===== src/rtl/tcp_timer_defines.vh =====
/*
  Register indices, field positions and reset values of the timer core.
  Assumes it is included by its bare name from the timer core module.
*/
`ifndef TCP_TIMER_DEFINES_VH
`define TCP_TIMER_DEFINES_VH

// ----------------------------------------------------------------------
// register indices (byte address = 4 * index)
// ----------------------------------------------------------------------
`define TCP_IDX_STATUS     8'h20
`define TCP_IDX_CNT_HI     8'h22
`define TCP_IDX_CNT_LO     8'h23
`define TCP_IDX_WRAP_HI    8'h24
`define TCP_IDX_WRAP_LO    8'h25
`define TCP_IDX_CH_CTRL0   8'h30
`define TCP_IDX_CH_VAL0    8'h38

// ----------------------------------------------------------------------
// timer status/control fields
// ----------------------------------------------------------------------
`define TCP_SC_FLAG        7
`define TCP_SC_IE          6
`define TCP_SC_HALT        5
`define TCP_SC_CRST        4
`define TCP_SC_SEL_HI      2
`define TCP_SC_SEL_LO      0
`define TCP_SEL_EXT        3'h7
`define TCP_SC_RESET       8'h20

// ----------------------------------------------------------------------
// channel status/control fields
// ----------------------------------------------------------------------
`define TCP_CH_FLAG        7
`define TCP_CH_IE          6
`define TCP_CH_MSB         5
`define TCP_CH_MSA         4
`define TCP_CH_ELS_HI      3
`define TCP_CH_ELS_LO      2
`define TCP_CH_TOV         1
`define TCP_CH_MAX         0
`define TCP_CH_RESET       8'h00
`define TCP_CH_VAL_RESET   16'h0000

// ----------------------------------------------------------------------
// counter and bus values
// ----------------------------------------------------------------------
`define TCP_WRAP_RESET     16'hffff
`define TCP_CNT_RESET      16'h0000
`define TCP_RESP_OKAY      2'h0
`define TCP_RESP_SLVERR    2'h2

`endif


===== src/rtl/tcp_timer_core.v =====
/*
  Timer core: clock select and prescaler, 16-bit wrapping counter,
  overflow flag, coherent counter read, guarded wrap limit, and six
  capture/compare channels, all behind an AXI4-Lite slave.
  Assumes one 10 MHz ref_clk, asynchronous active-low arst_n, and an
  AXI4-Lite master keeping valid and payload stable until taken.
*/
// The AXI4-Lite interface to the registers was chosen for this implementation.
`timescale 1ns/1ns
`include "tcp_timer_defines.vh"

module tcp_timer_core #(
  parameter NCH = 6,
  parameter AW  = 12
) (
  input  wire            ref_clk,
  input  wire            arst_n,
  input  wire [AW-1:0]   s_axi_awaddr,
  input  wire            s_axi_awvalid,
  output reg             s_axi_awready,
  input  wire [31:0]     s_axi_wdata,
  input  wire [3:0]      s_axi_wstrb,
  input  wire            s_axi_wvalid,
  output reg             s_axi_wready,
  output reg  [1:0]      s_axi_bresp,
  output reg             s_axi_bvalid,
  input  wire            s_axi_bready,
  input  wire [AW-1:0]   s_axi_araddr,
  input  wire            s_axi_arvalid,
  output reg             s_axi_arready,
  output reg  [31:0]     s_axi_rdata,
  output reg  [1:0]      s_axi_rresp,
  output reg             s_axi_rvalid,
  input  wire            s_axi_rready,
  input  wire            external_timer_clock_pin,
  output reg             port_direction_force_in,
  input  wire [NCH-1:0]  ch_pin_in,
  output wire [NCH-1:0]  ch_pin_out,
  output wire [NCH-1:0]  ch_pin_oe_n,
  output reg             overflow_irq,
  output wire [NCH-1:0]  channel_irq,
  output reg  [15:0]     count_value,
  output reg             overflow_pulse
);

  // ----------------------------------------------------------------------
  // bus slave: write and read channels
  // ----------------------------------------------------------------------
  reg  [AW-1:0]  aw_addr_r;
  reg            aw_full_r;
  reg  [31:0]    w_data_r;
  reg  [3:0]     w_strb_r;
  reg            w_full_r;
  reg  [AW-1:0]  ar_addr_r;
  reg            rd_pend_r;
  reg  [31:0]    rd_mux;
  reg            rd_hit;

  wire           wr_do  = aw_full_r && w_full_r && !s_axi_bvalid;
  wire [7:0]     wr_idx = aw_addr_r[9:2];
  wire           wr_ok  = (aw_addr_r[AW-1:10] == {(AW-10){1'b0}});
  wire           wr_b0  = wr_do && wr_ok && w_strb_r[0];
  wire [7:0]     wd     = w_data_r[7:0];
  wire           rd_do  = rd_pend_r;
  wire [7:0]     rd_idx = ar_addr_r[9:2];
  wire           rd_ok  = (ar_addr_r[AW-1:10] == {(AW-10){1'b0}});

  // address and data are taken independently, in either order
  always @(posedge ref_clk or negedge arst_n) begin
    if (!arst_n) begin
      s_axi_awready <= 1'b1;
      s_axi_wready  <= 1'b1;
      s_axi_bvalid  <= 1'b0;
      s_axi_bresp   <= `TCP_RESP_OKAY;
      aw_full_r     <= 1'b0;
      w_full_r      <= 1'b0;
      aw_addr_r     <= {AW{1'b0}};
      w_data_r      <= 32'h00000000;
      w_strb_r      <= 4'h0;
    end else begin
      if (s_axi_awvalid && s_axi_awready) begin
        aw_full_r     <= 1'b1;
        aw_addr_r     <= s_axi_awaddr;
        s_axi_awready <= 1'b0;
      end
      if (s_axi_wvalid && s_axi_wready) begin
        w_full_r     <= 1'b1;
        w_data_r     <= s_axi_wdata;
        w_strb_r     <= s_axi_wstrb;
        s_axi_wready <= 1'b0;
      end
      if (wr_do) begin
        aw_full_r    <= 1'b0;
        w_full_r     <= 1'b0;
        s_axi_bvalid <= 1'b1;
        s_axi_bresp  <= wr_ok ? `TCP_RESP_OKAY : `TCP_RESP_SLVERR;
      end
      if (s_axi_bvalid && s_axi_bready) begin
        s_axi_bvalid  <= 1'b0;
        s_axi_awready <= 1'b1;
        s_axi_wready  <= 1'b1;
      end
    end
  end

  // read: address taken, data one cycle later from the mux
  always @(posedge ref_clk or negedge arst_n) begin
    if (!arst_n) begin
      s_axi_arready <= 1'b1;
      s_axi_rvalid  <= 1'b0;
      s_axi_rdata   <= 32'h00000000;
      s_axi_rresp   <= `TCP_RESP_OKAY;
      ar_addr_r     <= {AW{1'b0}};
      rd_pend_r     <= 1'b0;
    end else begin
      if (s_axi_arvalid && s_axi_arready) begin
        ar_addr_r     <= s_axi_araddr;
        rd_pend_r     <= 1'b1;
        s_axi_arready <= 1'b0;
      end
      if (rd_do) begin
        rd_pend_r    <= 1'b0;
        s_axi_rvalid <= 1'b1;
        s_axi_rdata  <= rd_mux;
        s_axi_rresp  <= rd_hit ? `TCP_RESP_OKAY : `TCP_RESP_SLVERR;
      end
      if (s_axi_rvalid && s_axi_rready) begin
        s_axi_rvalid  <= 1'b0;
        s_axi_arready <= 1'b1;
      end
    end
  end

  // ----------------------------------------------------------------------
  // pin synchronisers
  // ----------------------------------------------------------------------
  reg            ext_s1_r;
  reg            ext_s2_r;
  reg            ext_s3_r;
  reg [NCH-1:0]  ch_s1_r;
  reg [NCH-1:0]  ch_s2_r;
  reg [NCH-1:0]  ch_s3_r;

  // first stage is read only by the second; edges use stages two and three
  always @(posedge ref_clk or negedge arst_n) begin
    if (!arst_n) begin
      ext_s1_r <= 1'b0;
      ext_s2_r <= 1'b0;
      ext_s3_r <= 1'b0;
      ch_s1_r  <= {NCH{1'b0}};
      ch_s2_r  <= {NCH{1'b0}};
      ch_s3_r  <= {NCH{1'b0}};
    end else begin
      ext_s1_r <= external_timer_clock_pin;
      ext_s2_r <= ext_s1_r;
      ext_s3_r <= ext_s2_r;
      ch_s1_r  <= ch_pin_in;
      ch_s2_r  <= ch_s1_r;
      ch_s3_r  <= ch_s2_r;
    end
  end

  wire           ext_rise = ext_s2_r && !ext_s3_r;
  wire [NCH-1:0] ch_rise  = ch_s2_r & ~ch_s3_r;
  wire [NCH-1:0] ch_fall  = ~ch_s2_r & ch_s3_r;

  // ----------------------------------------------------------------------
  // status/control, prescaler and counter
  // ----------------------------------------------------------------------
  reg            ovf_flag_r;
  reg            ovf_arm_r;
  reg            ovf_ie_r;
  reg            halt_r;
  reg  [2:0]     sel_r;
  reg  [6:0]     pre_r;
  reg  [15:0]    cnt_r;
  reg  [15:0]    wrap_r;
  reg            wrap_block_r;
  reg  [7:0]     lo_buf_r;
  reg            lo_latched_r;

  wire           sc_wr    = wr_b0 && (wr_idx == `TCP_IDX_STATUS);
  wire           crst     = sc_wr && wd[`TCP_SC_CRST];
  wire [6:0]     pmask    = ~(7'h7f << sel_r);
  wire           pre_hit  = ((pre_r & pmask) == pmask);
  // tick: prescaler tap or external edge, gated by halt
  wire           tick     = !halt_r && ((sel_r == `TCP_SEL_EXT) ?
                            ext_rise : pre_hit);
  wire [15:0]    cnt_inc  = cnt_r + 16'h0001;
  // wrap to zero on the tick after the limit was reached
  wire [15:0]    cnt_nxt  = (cnt_r == wrap_r) ? 16'h0000 : cnt_inc;
  wire           reach    = tick && !crst && (cnt_nxt == wrap_r);
  // wrap-high write without wrap-low keeps the flag quiet
  wire           ovf_evt  = reach && !wrap_block_r;

  // halt, enable and clock select
  always @(posedge ref_clk or negedge arst_n) begin
    if (!arst_n) begin
      halt_r   <= 1'b1;
      ovf_ie_r <= 1'b0;
      sel_r    <= 3'h0;
    end else if (sc_wr) begin
      halt_r   <= wd[`TCP_SC_HALT];
      ovf_ie_r <= wd[`TCP_SC_IE];
      sel_r    <= wd[`TCP_SC_SEL_HI:`TCP_SC_SEL_LO];
    end
  end

  // overflow flag: read-while-set arms, write 0 clears, event wins
  always @(posedge ref_clk or negedge arst_n) begin
    if (!arst_n) begin
      ovf_flag_r <= 1'b0;
      ovf_arm_r  <= 1'b0;
    end else if (ovf_evt) begin
      ovf_flag_r <= 1'b1;
      ovf_arm_r  <= 1'b0;
    end else if (sc_wr && !wd[`TCP_SC_FLAG] && ovf_arm_r) begin
      ovf_flag_r <= 1'b0;
      ovf_arm_r  <= 1'b0;
    end else if (rd_do && rd_ok && rd_idx == `TCP_IDX_STATUS &&
                 ovf_flag_r) begin
      ovf_arm_r  <= 1'b1;
    end
  end

  // prescaler and counter; counter reset overrides a tick
  always @(posedge ref_clk or negedge arst_n) begin
    if (!arst_n) begin
      pre_r <= 7'h00;
      cnt_r <= `TCP_CNT_RESET;
    end else if (crst) begin
      pre_r <= 7'h00;
      cnt_r <= `TCP_CNT_RESET;
    end else if (!halt_r) begin
      pre_r <= pre_r + 7'h01;
      if (tick)
        cnt_r <= cnt_nxt;
    end
  end

  // wrap limit bytes; high byte write blocks until low byte write
  always @(posedge ref_clk or negedge arst_n) begin
    if (!arst_n) begin
      wrap_r       <= `TCP_WRAP_RESET;
      wrap_block_r <= 1'b0;
    end else if (wr_b0 && wr_idx == `TCP_IDX_WRAP_HI) begin
      wrap_r[15:8] <= wd;
      wrap_block_r <= 1'b1;
    end else if (wr_b0 && wr_idx == `TCP_IDX_WRAP_LO) begin
      wrap_r[7:0]  <= wd;
      wrap_block_r <= 1'b0;
    end
  end

  // coherent read: high-byte read freezes the low byte once
  always @(posedge ref_clk or negedge arst_n) begin
    if (!arst_n) begin
      lo_buf_r     <= 8'h00;
      lo_latched_r <= 1'b0;
    end else if (rd_do && rd_ok) begin
      if (rd_idx == `TCP_IDX_CNT_HI && !lo_latched_r) begin
        lo_buf_r     <= cnt_r[7:0];
        lo_latched_r <= 1'b1;
      end else if (rd_idx == `TCP_IDX_CNT_LO) begin
        lo_latched_r <= 1'b0;
      end
    end
  end

  // registered outputs: irq, pin direction, counter and event
  always @(posedge ref_clk or negedge arst_n) begin
    if (!arst_n) begin
      overflow_irq            <= 1'b0;
      port_direction_force_in <= 1'b0;
      count_value             <= 16'h0000;
      overflow_pulse          <= 1'b0;
    end else begin
      overflow_irq            <= ovf_ie_r && (ovf_flag_r || ovf_evt);
      port_direction_force_in <= (sel_r == `TCP_SEL_EXT);
      count_value             <= crst ? 16'h0000 :
                                 (tick ? cnt_nxt : cnt_r);
      overflow_pulse          <= reach;
    end
  end

  // ----------------------------------------------------------------------
  // channels
  // ----------------------------------------------------------------------
  wire [8*NCH-1:0]  ch_ctrl_flat;
  wire [16*NCH-1:0] ch_val_flat;

  genvar g;
  generate
    for (g = 0; g < NCH; g = g + 1) begin : g_ch
      localparam [31:0] GW = g;
      localparam [7:0]  CI = `TCP_IDX_CH_CTRL0 + GW[7:0];
      localparam [7:0]  VI = `TCP_IDX_CH_VAL0 + GW[7:0];
      reg  [7:0]   ctrl_r;
      reg  [15:0]  val_r;
      reg          arm_r;
      reg          out_r;
      reg          oe_n_r;
      reg          irq_r;
      wire         dis;
      // only even channels hold the buffered bit; it disables the odd one
      if (g % 2 == 1) begin : g_odd
        assign dis = ch_ctrl_flat[8*(g-1)+`TCP_CH_MSB];
      end else begin : g_even
        assign dis = 1'b0;
      end
      wire [1:0]   els  = ctrl_r[`TCP_CH_ELS_HI:`TCP_CH_ELS_LO];
      wire         cmpm = (ctrl_r[`TCP_CH_MSA] || ctrl_r[`TCP_CH_MSB]) && !dis;
      wire         capm = !ctrl_r[`TCP_CH_MSA] && !ctrl_r[`TCP_CH_MSB] &&
                          (els != 2'b00) && !dis;
      // captures ignored while halted
      wire         cap_evt = capm && !halt_r &&
                             ((els[0] && ch_rise[g]) || (els[1] && ch_fall[g]));
      wire         cmp_evt = cmpm && tick && !crst && (cnt_nxt == val_r);
      wire         evt     = cap_evt || cmp_evt;
      wire         ctl_wr  = wr_b0 && (wr_idx == CI);
      wire         val_wr  = wr_do && wr_ok && (wr_idx == VI);
      wire [7:0]   wmask   = (g % 2 == 0) ? 8'h7f : 8'h5f;

      // control bits; flag handled apart, buffered bit masked on odd
      always @(posedge ref_clk or negedge arst_n) begin
        if (!arst_n) begin
          ctrl_r <= `TCP_CH_RESET;
          arm_r  <= 1'b0;
        end else begin
          if (ctl_wr)
            ctrl_r[6:0] <= wd[6:0] & wmask[6:0];
          if (evt) begin
            ctrl_r[`TCP_CH_FLAG] <= 1'b1;
            arm_r                <= 1'b0;
          end else if (ctl_wr && !wd[`TCP_CH_FLAG] && arm_r) begin
            ctrl_r[`TCP_CH_FLAG] <= 1'b0;
            arm_r                <= 1'b0;
          end else if (rd_do && rd_ok && rd_idx == CI &&
                       ctrl_r[`TCP_CH_FLAG]) begin
            arm_r <= 1'b1;
          end
        end
      end

      // value: software write, or counter snapshot on capture
      always @(posedge ref_clk or negedge arst_n) begin
        if (!arst_n) begin
          val_r <= `TCP_CH_VAL_RESET;
        end else if (cap_evt) begin
          val_r <= cnt_r;
        end else if (val_wr) begin
          if (w_strb_r[0])
            val_r[7:0]  <= w_data_r[7:0];
          if (w_strb_r[1])
            val_r[15:8] <= w_data_r[15:8];
        end
      end

      // pin: overflow toggle beats compare action; preset when els is 00
      always @(posedge ref_clk or negedge arst_n) begin
        if (!arst_n) begin
          out_r  <= 1'b1;
          oe_n_r <= 1'b1;
          irq_r  <= 1'b0;
        end else begin
          oe_n_r <= !(cmpm && els != 2'b00);
          irq_r  <= ctrl_r[`TCP_CH_IE] &&
                    (ctrl_r[`TCP_CH_FLAG] || evt);
          if (els == 2'b00)
            out_r <= !ctrl_r[`TCP_CH_MSA];
          else if (cmpm && reach && ctrl_r[`TCP_CH_TOV])
            out_r <= !out_r;
          else if (cmp_evt)
            out_r <= (els == 2'b01) ? !out_r : els[0];
        end
      end

      assign ch_ctrl_flat[8*g +: 8]   = ctrl_r;
      assign ch_val_flat[16*g +: 16]  = val_r;
      assign ch_pin_out[g]            = out_r;
      assign ch_pin_oe_n[g]           = oe_n_r;
      assign channel_irq[g]           = irq_r;
    end
  endgenerate

  // ----------------------------------------------------------------------
  // read mux
  // ----------------------------------------------------------------------
  integer i;
  // counter reset bit always reads 0 counter bytes read-only
  always @* begin
    rd_mux = 32'h00000000;
    rd_hit = rd_ok;
    case (rd_idx)
      `TCP_IDX_STATUS:  rd_mux[7:0] = {ovf_flag_r, ovf_ie_r, halt_r,
                                       1'b0, 1'b0, sel_r};
      `TCP_IDX_CNT_HI:  rd_mux[7:0] = cnt_r[15:8];
      `TCP_IDX_CNT_LO:  rd_mux[7:0] = lo_latched_r ? lo_buf_r : cnt_r[7:0];
      `TCP_IDX_WRAP_HI: rd_mux[7:0] = wrap_r[15:8];
      `TCP_IDX_WRAP_LO: rd_mux[7:0] = wrap_r[7:0];
      default: begin
        rd_hit = 1'b0;
        for (i = 0; i < NCH; i = i + 1) begin
          if (rd_idx == `TCP_IDX_CH_CTRL0 + i[7:0]) begin
            rd_mux[7:0] = ch_ctrl_flat[8*i +: 8];
            rd_hit      = rd_ok;
          end
          if (rd_idx == `TCP_IDX_CH_VAL0 + i[7:0]) begin
            rd_mux[15:0] = ch_val_flat[16*i +: 16];
            rd_hit       = rd_ok;
          end
        end
      end
    endcase
    if (!rd_ok)
      rd_mux = 32'h00000000;
  end

endmodule


===== config.mk =====
export PLATFORM = sky130hd
export DESIGN_NAME = tcp_timer_core
export DESIGN_NICKNAME = d
export VERILOG_FILES = /design/src/rtl/tcp_timer_core.v
export VERILOG_INCLUDE_DIRS = /design/src /design/src/rtl
export SDC_FILE = /design/constraint.sdc
export NUM_CORES = 1
export LEC_CHECK = 0
export BUFFER_PORTS_ARGS = -buffer_cell sky130_fd_sc_hd__buf_2
export CAP_MARGIN = 25
export CORE_UTILIZATION = 35
export DETAILED_ROUTE_END_ITERATION = 8
export GPL_TIMING_DRIVEN = 0
export SLEW_MARGIN = 15
export SYNTH_ARGS = -nofsm -noshare
export SYNTH_HDL_FRONTEND = slang
export SYNTH_SLANG_ARGS = --single-unit

===== constraint.sdc =====
create_clock -name ref_clk -period 3.2 [get_ports ref_clk]
set_clock_uncertainty 0.1 [all_clocks]
set_input_delay 0.16 -clock ref_clk [delete_from_list [all_inputs] [get_ports ref_clk]]
set_output_delay 0.16 -clock ref_clk [all_outputs]
set_load 0.01 [all_outputs]

Word-level counts from Yosys, hierarchy flattened
Index checks and enable logic that the tools add are counted.
- register bits: 347
- input bits: 74
- output and inout bits: 78
- word-level logic and storage cells: 547
- add/subtract/negate cells: 2
- equality and inequality tests: 49
- shift-type cells: 1
- muxes and demuxes: 134
- bitwise gates (word level): 7
- reduce and logical (&&, ||, !) cells: 269
- operator list (cell ; number):
    $mux 16 ; 26
    $eq 8x6->1 const B ; 32
    $logic_and 1x1->1 ; 142
    $eq 16x16->1 ; 8
    $mux 1 ; 93
    $mux 8 ; 10
    $reduce_bool 2->1 ; 40
    $pmux 8 s5 ; 1
    $reduce_bool 3->1 ; 13
    $reduce_and 2->1 ; 15
    $logic_not 1->1 ; 28
    $logic_or 1x1->1 ; 22
    $add 16x1->16 const B ; 1
    $logic_not 2->1 ; 8
    $mux 7 ; 2
    $and 6x6->6 ; 2
    $eq 2x1->1 const B ; 6
    $not 6->6 ; 2
    $add 7x1->7 const B ; 1
    $and 7x7->7 ; 1
    $eq 7x7->1 ; 1
    $not 7->7 ; 1
    $shl 7x3->7 const A ; 1
    $reduce_or 5->1 ; 1
    4 further kinds ; 5

Longest topological paths before layout
- word-level depth: 17
- mapped depth: 14
- depth with buffers taken out: 11

Least setup slack after synthesis
OpenSTA, ideal clock, no wires.
- path kind: register to register
- start point: register cnt_r[1]
- end point: register g_ch[0].out_r
- setup time: 0.084 ns
- data arrival time: 3.260 ns
- data required time: 3.016 ns
- slack: -0.244 ns
- cell stages (with the launch flop): 14
- buffers on the path: 2
- period minus slack after synthesis: 3.444 ns
- cell sequence: dfrtp_1 -> ha_1 -> buf_2 -> nand4_4 -> nor3_4 -> xnor2_1 -> a21oi_1 -> o311a_1 -> or4_4 -> or2_1 -> buf_6 -> clkinv_4 -> a221oi_2 -> a311o_1
- word-level cells in the longest chain between the ends: 8
- elaborated cells between the ends (all ways): 12
- classes of those cells: add/sub: 1; eq/ne: 3; mux: 3; reduce/logical: 5
- RTL lines (element ; RTL line ; RTL):
    start: declaration ; tcp_timer_core.v:176 ; reg [15:0] cnt_r;
    start signal: assignment ; tcp_timer_core.v:230 ; cnt_r <= `TCP_CNT_RESET;
    start signal: assignment ; tcp_timer_core.v:233 ; cnt_r <= `TCP_CNT_RESET;
    start signal: assignment ; tcp_timer_core.v:237 ; cnt_r <= cnt_nxt;
    $add 16x1->16 or $eq 16x16->1 (tied branches) ; tcp_timer_core.v:189, tcp_timer_core.v:191 ;
    $mux 16 (*) ; tcp_timer_core.v:191 ; wire [15:0] cnt_nxt = (cnt_r == wrap_r) ? 16'h0000 : cnt_inc;
    $eq 16x16->1 (*) ; tcp_timer_core.v:192 ; wire reach = tick && !crst && (cnt_nxt == wrap_r);
    $logic_and 1x1->1 (*) ; tcp_timer_core.v:192 ;
    via reach ; tcp_timer_core.v:192 ;
    $logic_and 1x1->1 (*) (2 in a row) ; tcp_timer_core.v:371 ; else if (cmpm && reach && ctrl_r[`TCP_CH_TOV])
    $mux 1 ; tcp_timer_core.v:371 ;
    $mux 1 ; tcp_timer_core.v:369 ; if (els == 2'b00)
    end signal: assignment ; tcp_timer_core.v:370 ; out_r <= !ctrl_r[`TCP_CH_MSA];
    end signal: assignment ; tcp_timer_core.v:372 ; out_r <= !out_r;
    end signal: assignment ; tcp_timer_core.v:374 ; out_r <= (els == 2'b01) ? !out_r : els[0];
    end: declaration ; tcp_timer_core.v:301 ; reg out_r;
Mark *: on every way through the listed nets, which the timed path passes. The rest lies on a longest branch.
A chain may end at the register's enable or synchronous reset.

Worst setup path in the final report
- start point: register wrap_r[5]
- end point: register g_ch[0].out_r
- word-level cells in the longest chain between the ends: 8
- elaborated cells between the ends (all ways): 11
- classes of those cells: eq/ne: 3; mux: 3; reduce/logical: 5
- RTL lines (element ; RTL line ; RTL):
    start: declaration ; tcp_timer_core.v:177 ; reg [15:0] wrap_r;
    start signal: assignment ; tcp_timer_core.v:244 ; wrap_r <= `TCP_WRAP_RESET;
    start signal: assignment ; tcp_timer_core.v:250 ; wrap_r[7:0] <= wd;
    $eq 16x16->1 ; tcp_timer_core.v:191 ;
    $mux 16 ; tcp_timer_core.v:191 ;
    $eq 16x16->1 ; tcp_timer_core.v:192 ;
    $logic_and 1x1->1 ; tcp_timer_core.v:192 ;
    $logic_and 1x1->1 (2 in a row) ; tcp_timer_core.v:371 ;
    $mux 1 ; tcp_timer_core.v:371 ;
    $mux 1 ; tcp_timer_core.v:369 ;
Parallel ways exist; a longest one is shown, timed or not.

==> reports/metrics.yaml <==
status: "finished with violations"
violations: "negative setup slack"
setup-violations-final: 28
fin_crit_sh_pct: 116
finalSetupTns_ns: -10.12
final_common_cell: "dfrtp_1"
firstDrtPassIters: 8
p_leak_nw: 10.3
crit-reg2reg-launch: "wrap_r[5]"
cts.htree.levels: 2
netlist_instances: 1933
final-max-slew-violation-count: 0
syn_avg_cell_area_um2: 9.67
max_freq_mhz: 268
rsz0062_at_grt: "yes"
yosysTopAreaCell: "dfrtp_1"
yosys.area.top_type_share_pct: 39.1
vias: 18000
path_clk_slew_ns: 0.06
synth_edf_count: 0
dp_hpwl_um: 60100
worstPathRequired_ns: 3.61
final_hold_viol_count: 0
hold_path.class: "in -> async"
finalWirelength_um: 83000
gp_congestion: 1.01
startpoint_type: "flip-flop"
antenna_left: 0
slew_headroom_pct: 23.0
cp-startpoint: "wrap_r[5]"
cts_buffers: 39
antenna_found_initial: 0
grt_start_max_net_pins: 92
portBuffers: 111
yosysUniqueCellTypes: 93
wl_per_cell_um: 27.9
clock-sinks: 324
drt-initial-drc-count: 2240
ir_worst_vdd_mv: 0.720
area_delta_synth_final_pct: 31.7
r2r_cells: 11
synth_flop_cell: "dfrtp_1"
fin_ws_ns: -0.527
grt_pass1_wl_um: 120000
grt_pass1_vias: 17400
cap_violations: 0
async_flop_share_pct: 100
ys_warn_count: 0
tightest_slew_ns: 1.16
gr-total-overflow: 0
io_pins: 152
syn_area_um2: 18700
clk_latency_ns: 0.59
drive_gt1_share_pct: 29.6
min_period_ns: 3.73
die_y_um: 233
fill_cells: 4935
endpoint_kind: "flip-flop"
critPathMaxFanout: 6
routed_via_density: 6.03
power_density_nw_per_um2: 694
gr-usage-all-layers_pct: 30.6
synth-seq-area-share_pct: 43.6
cp.arrival_ns: 4.13
most-common-layout-cells: "290 x dfrtp_1, 198 x nor2_1, 172 x a21oi_1"
yosys_register_bits: 324
initial_utilization_pct: 35.5
tritoncts: "built"
clockBufferDepth: 3
final_util_pct: 46.7
path_class: "reg -> reg"
diodes: 0
die_w_um: 233
clock-root-buffer: "clkbuf_16"
core-area_um2: 52700
fin_nets: 2335
dieArea_um2: 54300
ys_top_cells_by_area: "dfrtp_1 39%, mux2i_1 6.3%, mux2_2 6.1%, a21oi_1 5.0%, dfstp_2 4.5%"
drc: 0
placementRows: 84
[metrics by stage]
stage	instances	hold WS [ns]	setup slack [ns]	total power, W	instance area, um2
global route	2978	0.124	-0.556	0.0177	24600
global placement	2749	0.168	-4.40	0.00999	20200
floorplan	1950	-0.236	-0.0595	0.00804	18800
detailed placement	2760	0.128	-1.70	0.0101	20400
CTS	2969	0.0969	-0.407	0.0166	24100
finish	2978	0.100	-0.527	0.0171	24600
[Yosys cell counts, drive strengths merged (9+ instances only)]
| library cell | n |
|---|---|
| a211oi | 24 |
| a21oi | 190 |
| a221oi | 16 |
| a222oi | 11 |
| a22oi | 14 |
| a31oi | 21 |
| and3 | 11 |
| buf | 72 |
| clkbuf | 89 |
| dfrtp | 292 |
| dfstp | 32 |
| inv | 45 |
| mux2 | 102 |
| mux2i | 118 |
| nand2 | 84 |
| nand2b | 15 |
| nand3 | 40 |
| nand3b | 14 |
| nand4 | 37 |
| nor2 | 213 |
| nor2b | 23 |
| nor3 | 48 |
| nor3b | 10 |
| nor4 | 19 |
| o21ai | 67 |
| o21bai | 14 |
| o22ai | 13 |
| o2bb2ai | 11 |
| o31ai | 13 |
| o32ai | 14 |
| or2 | 15 |
| or3 | 21 |
| xnor2 | 63 |
| xnor3 | 9 |
| xor2 | 14 |
[layout make-up]
cell class,instances,area (um2),area share [%]
buffer,152,986,4.01
clock buffer,52,1100,4.49
clock inverter,20,324,1.32
inverter,46,185,0.753
multi-input combinational,1420,10800,43.8
sequential,324,8150,33.1
tap,688,861,3.50
timing repair buffer,276,2210,8.97
[critical path, cell delays in order (launching register included)]
cell      delay [ns]
dfstp_2         0.65
xnor2_4         0.14
nand4_1         0.20
or4_4           0.65
buf_6           0.17
buf_12          0.14
or3_4           0.34
o311ai_4        0.11
nand4b_1        0.23
o41ai_4         0.52
a221oi_2        0.10
a311o_1         0.29
[power breakdown]
part           total (W)  internal (W)  switching, W
Clock            0.00494       0.00302       0.00192
Sequential       0.00568       0.00468       0.00100
Combinational    0.00645       0.00280       0.00365
[logic make-up (layout without fill, tap and decap cells)]
family	after synthesis	after routing	share of synthesized area, %
simple gates	589	590	16.1
xor+xnor	86	86	4.77
flops	324	324	43.6
other cells	1	18	0.0201
mux	220	220	12.5
fa+ha+maj	5	5	0.295
buf+inv	207	546	5.20
compound gates	501	501	17.5
[flip-flops by register name, indices dropped and copies added (netlist names), 8 cells and up]
signal       cells
lo_buf_r         8
g_ch.val_r      96
w_data_r        16
g_ch.ctrl_r     45
count_value     16
ar_addr_r       10
s_axi_rdata     16
cnt_r           16
aw_addr_r       10
wrap_r          16
[repair_timing]
item / in CTS / in global routing
pin swaps: 56 / 37
resized for setup: 208 / 95
setup endpoints to repair: 136 / 85
hold buffers: 54 / 0
setup buffers: 84 / 14
cloned: 5 / 1
hold endpoints to repair: 140 / 0
[routing by layer]
metal  up-vias  share of wire (%)  track usage (%)
met3       224                8.2             4.87
met4         0                5.5             15.4
li1       7717                  -                -
met1      8984                 42             41.6
met2      1030                 45             46.9
met5         -                  0                0
[path summary, 6_finish.rpt]
kind | endpoint | slack (ns)
hold / removal | g_ch[1].ctrl_r[2] | 0.10
setup reg to reg | g_ch[0].out_r | -0.53
setup / recovery | g_ch[0].out_r | -0.53
hold reg to reg | ch_s2_r[1] | 0.25
min in group ref_clk | ch_s1_r[1] | 0.12
max in group asynchronous | g_ch[3].val_r[12] | 1.24
No activity file was read; power rests on OpenSTA's default activity.
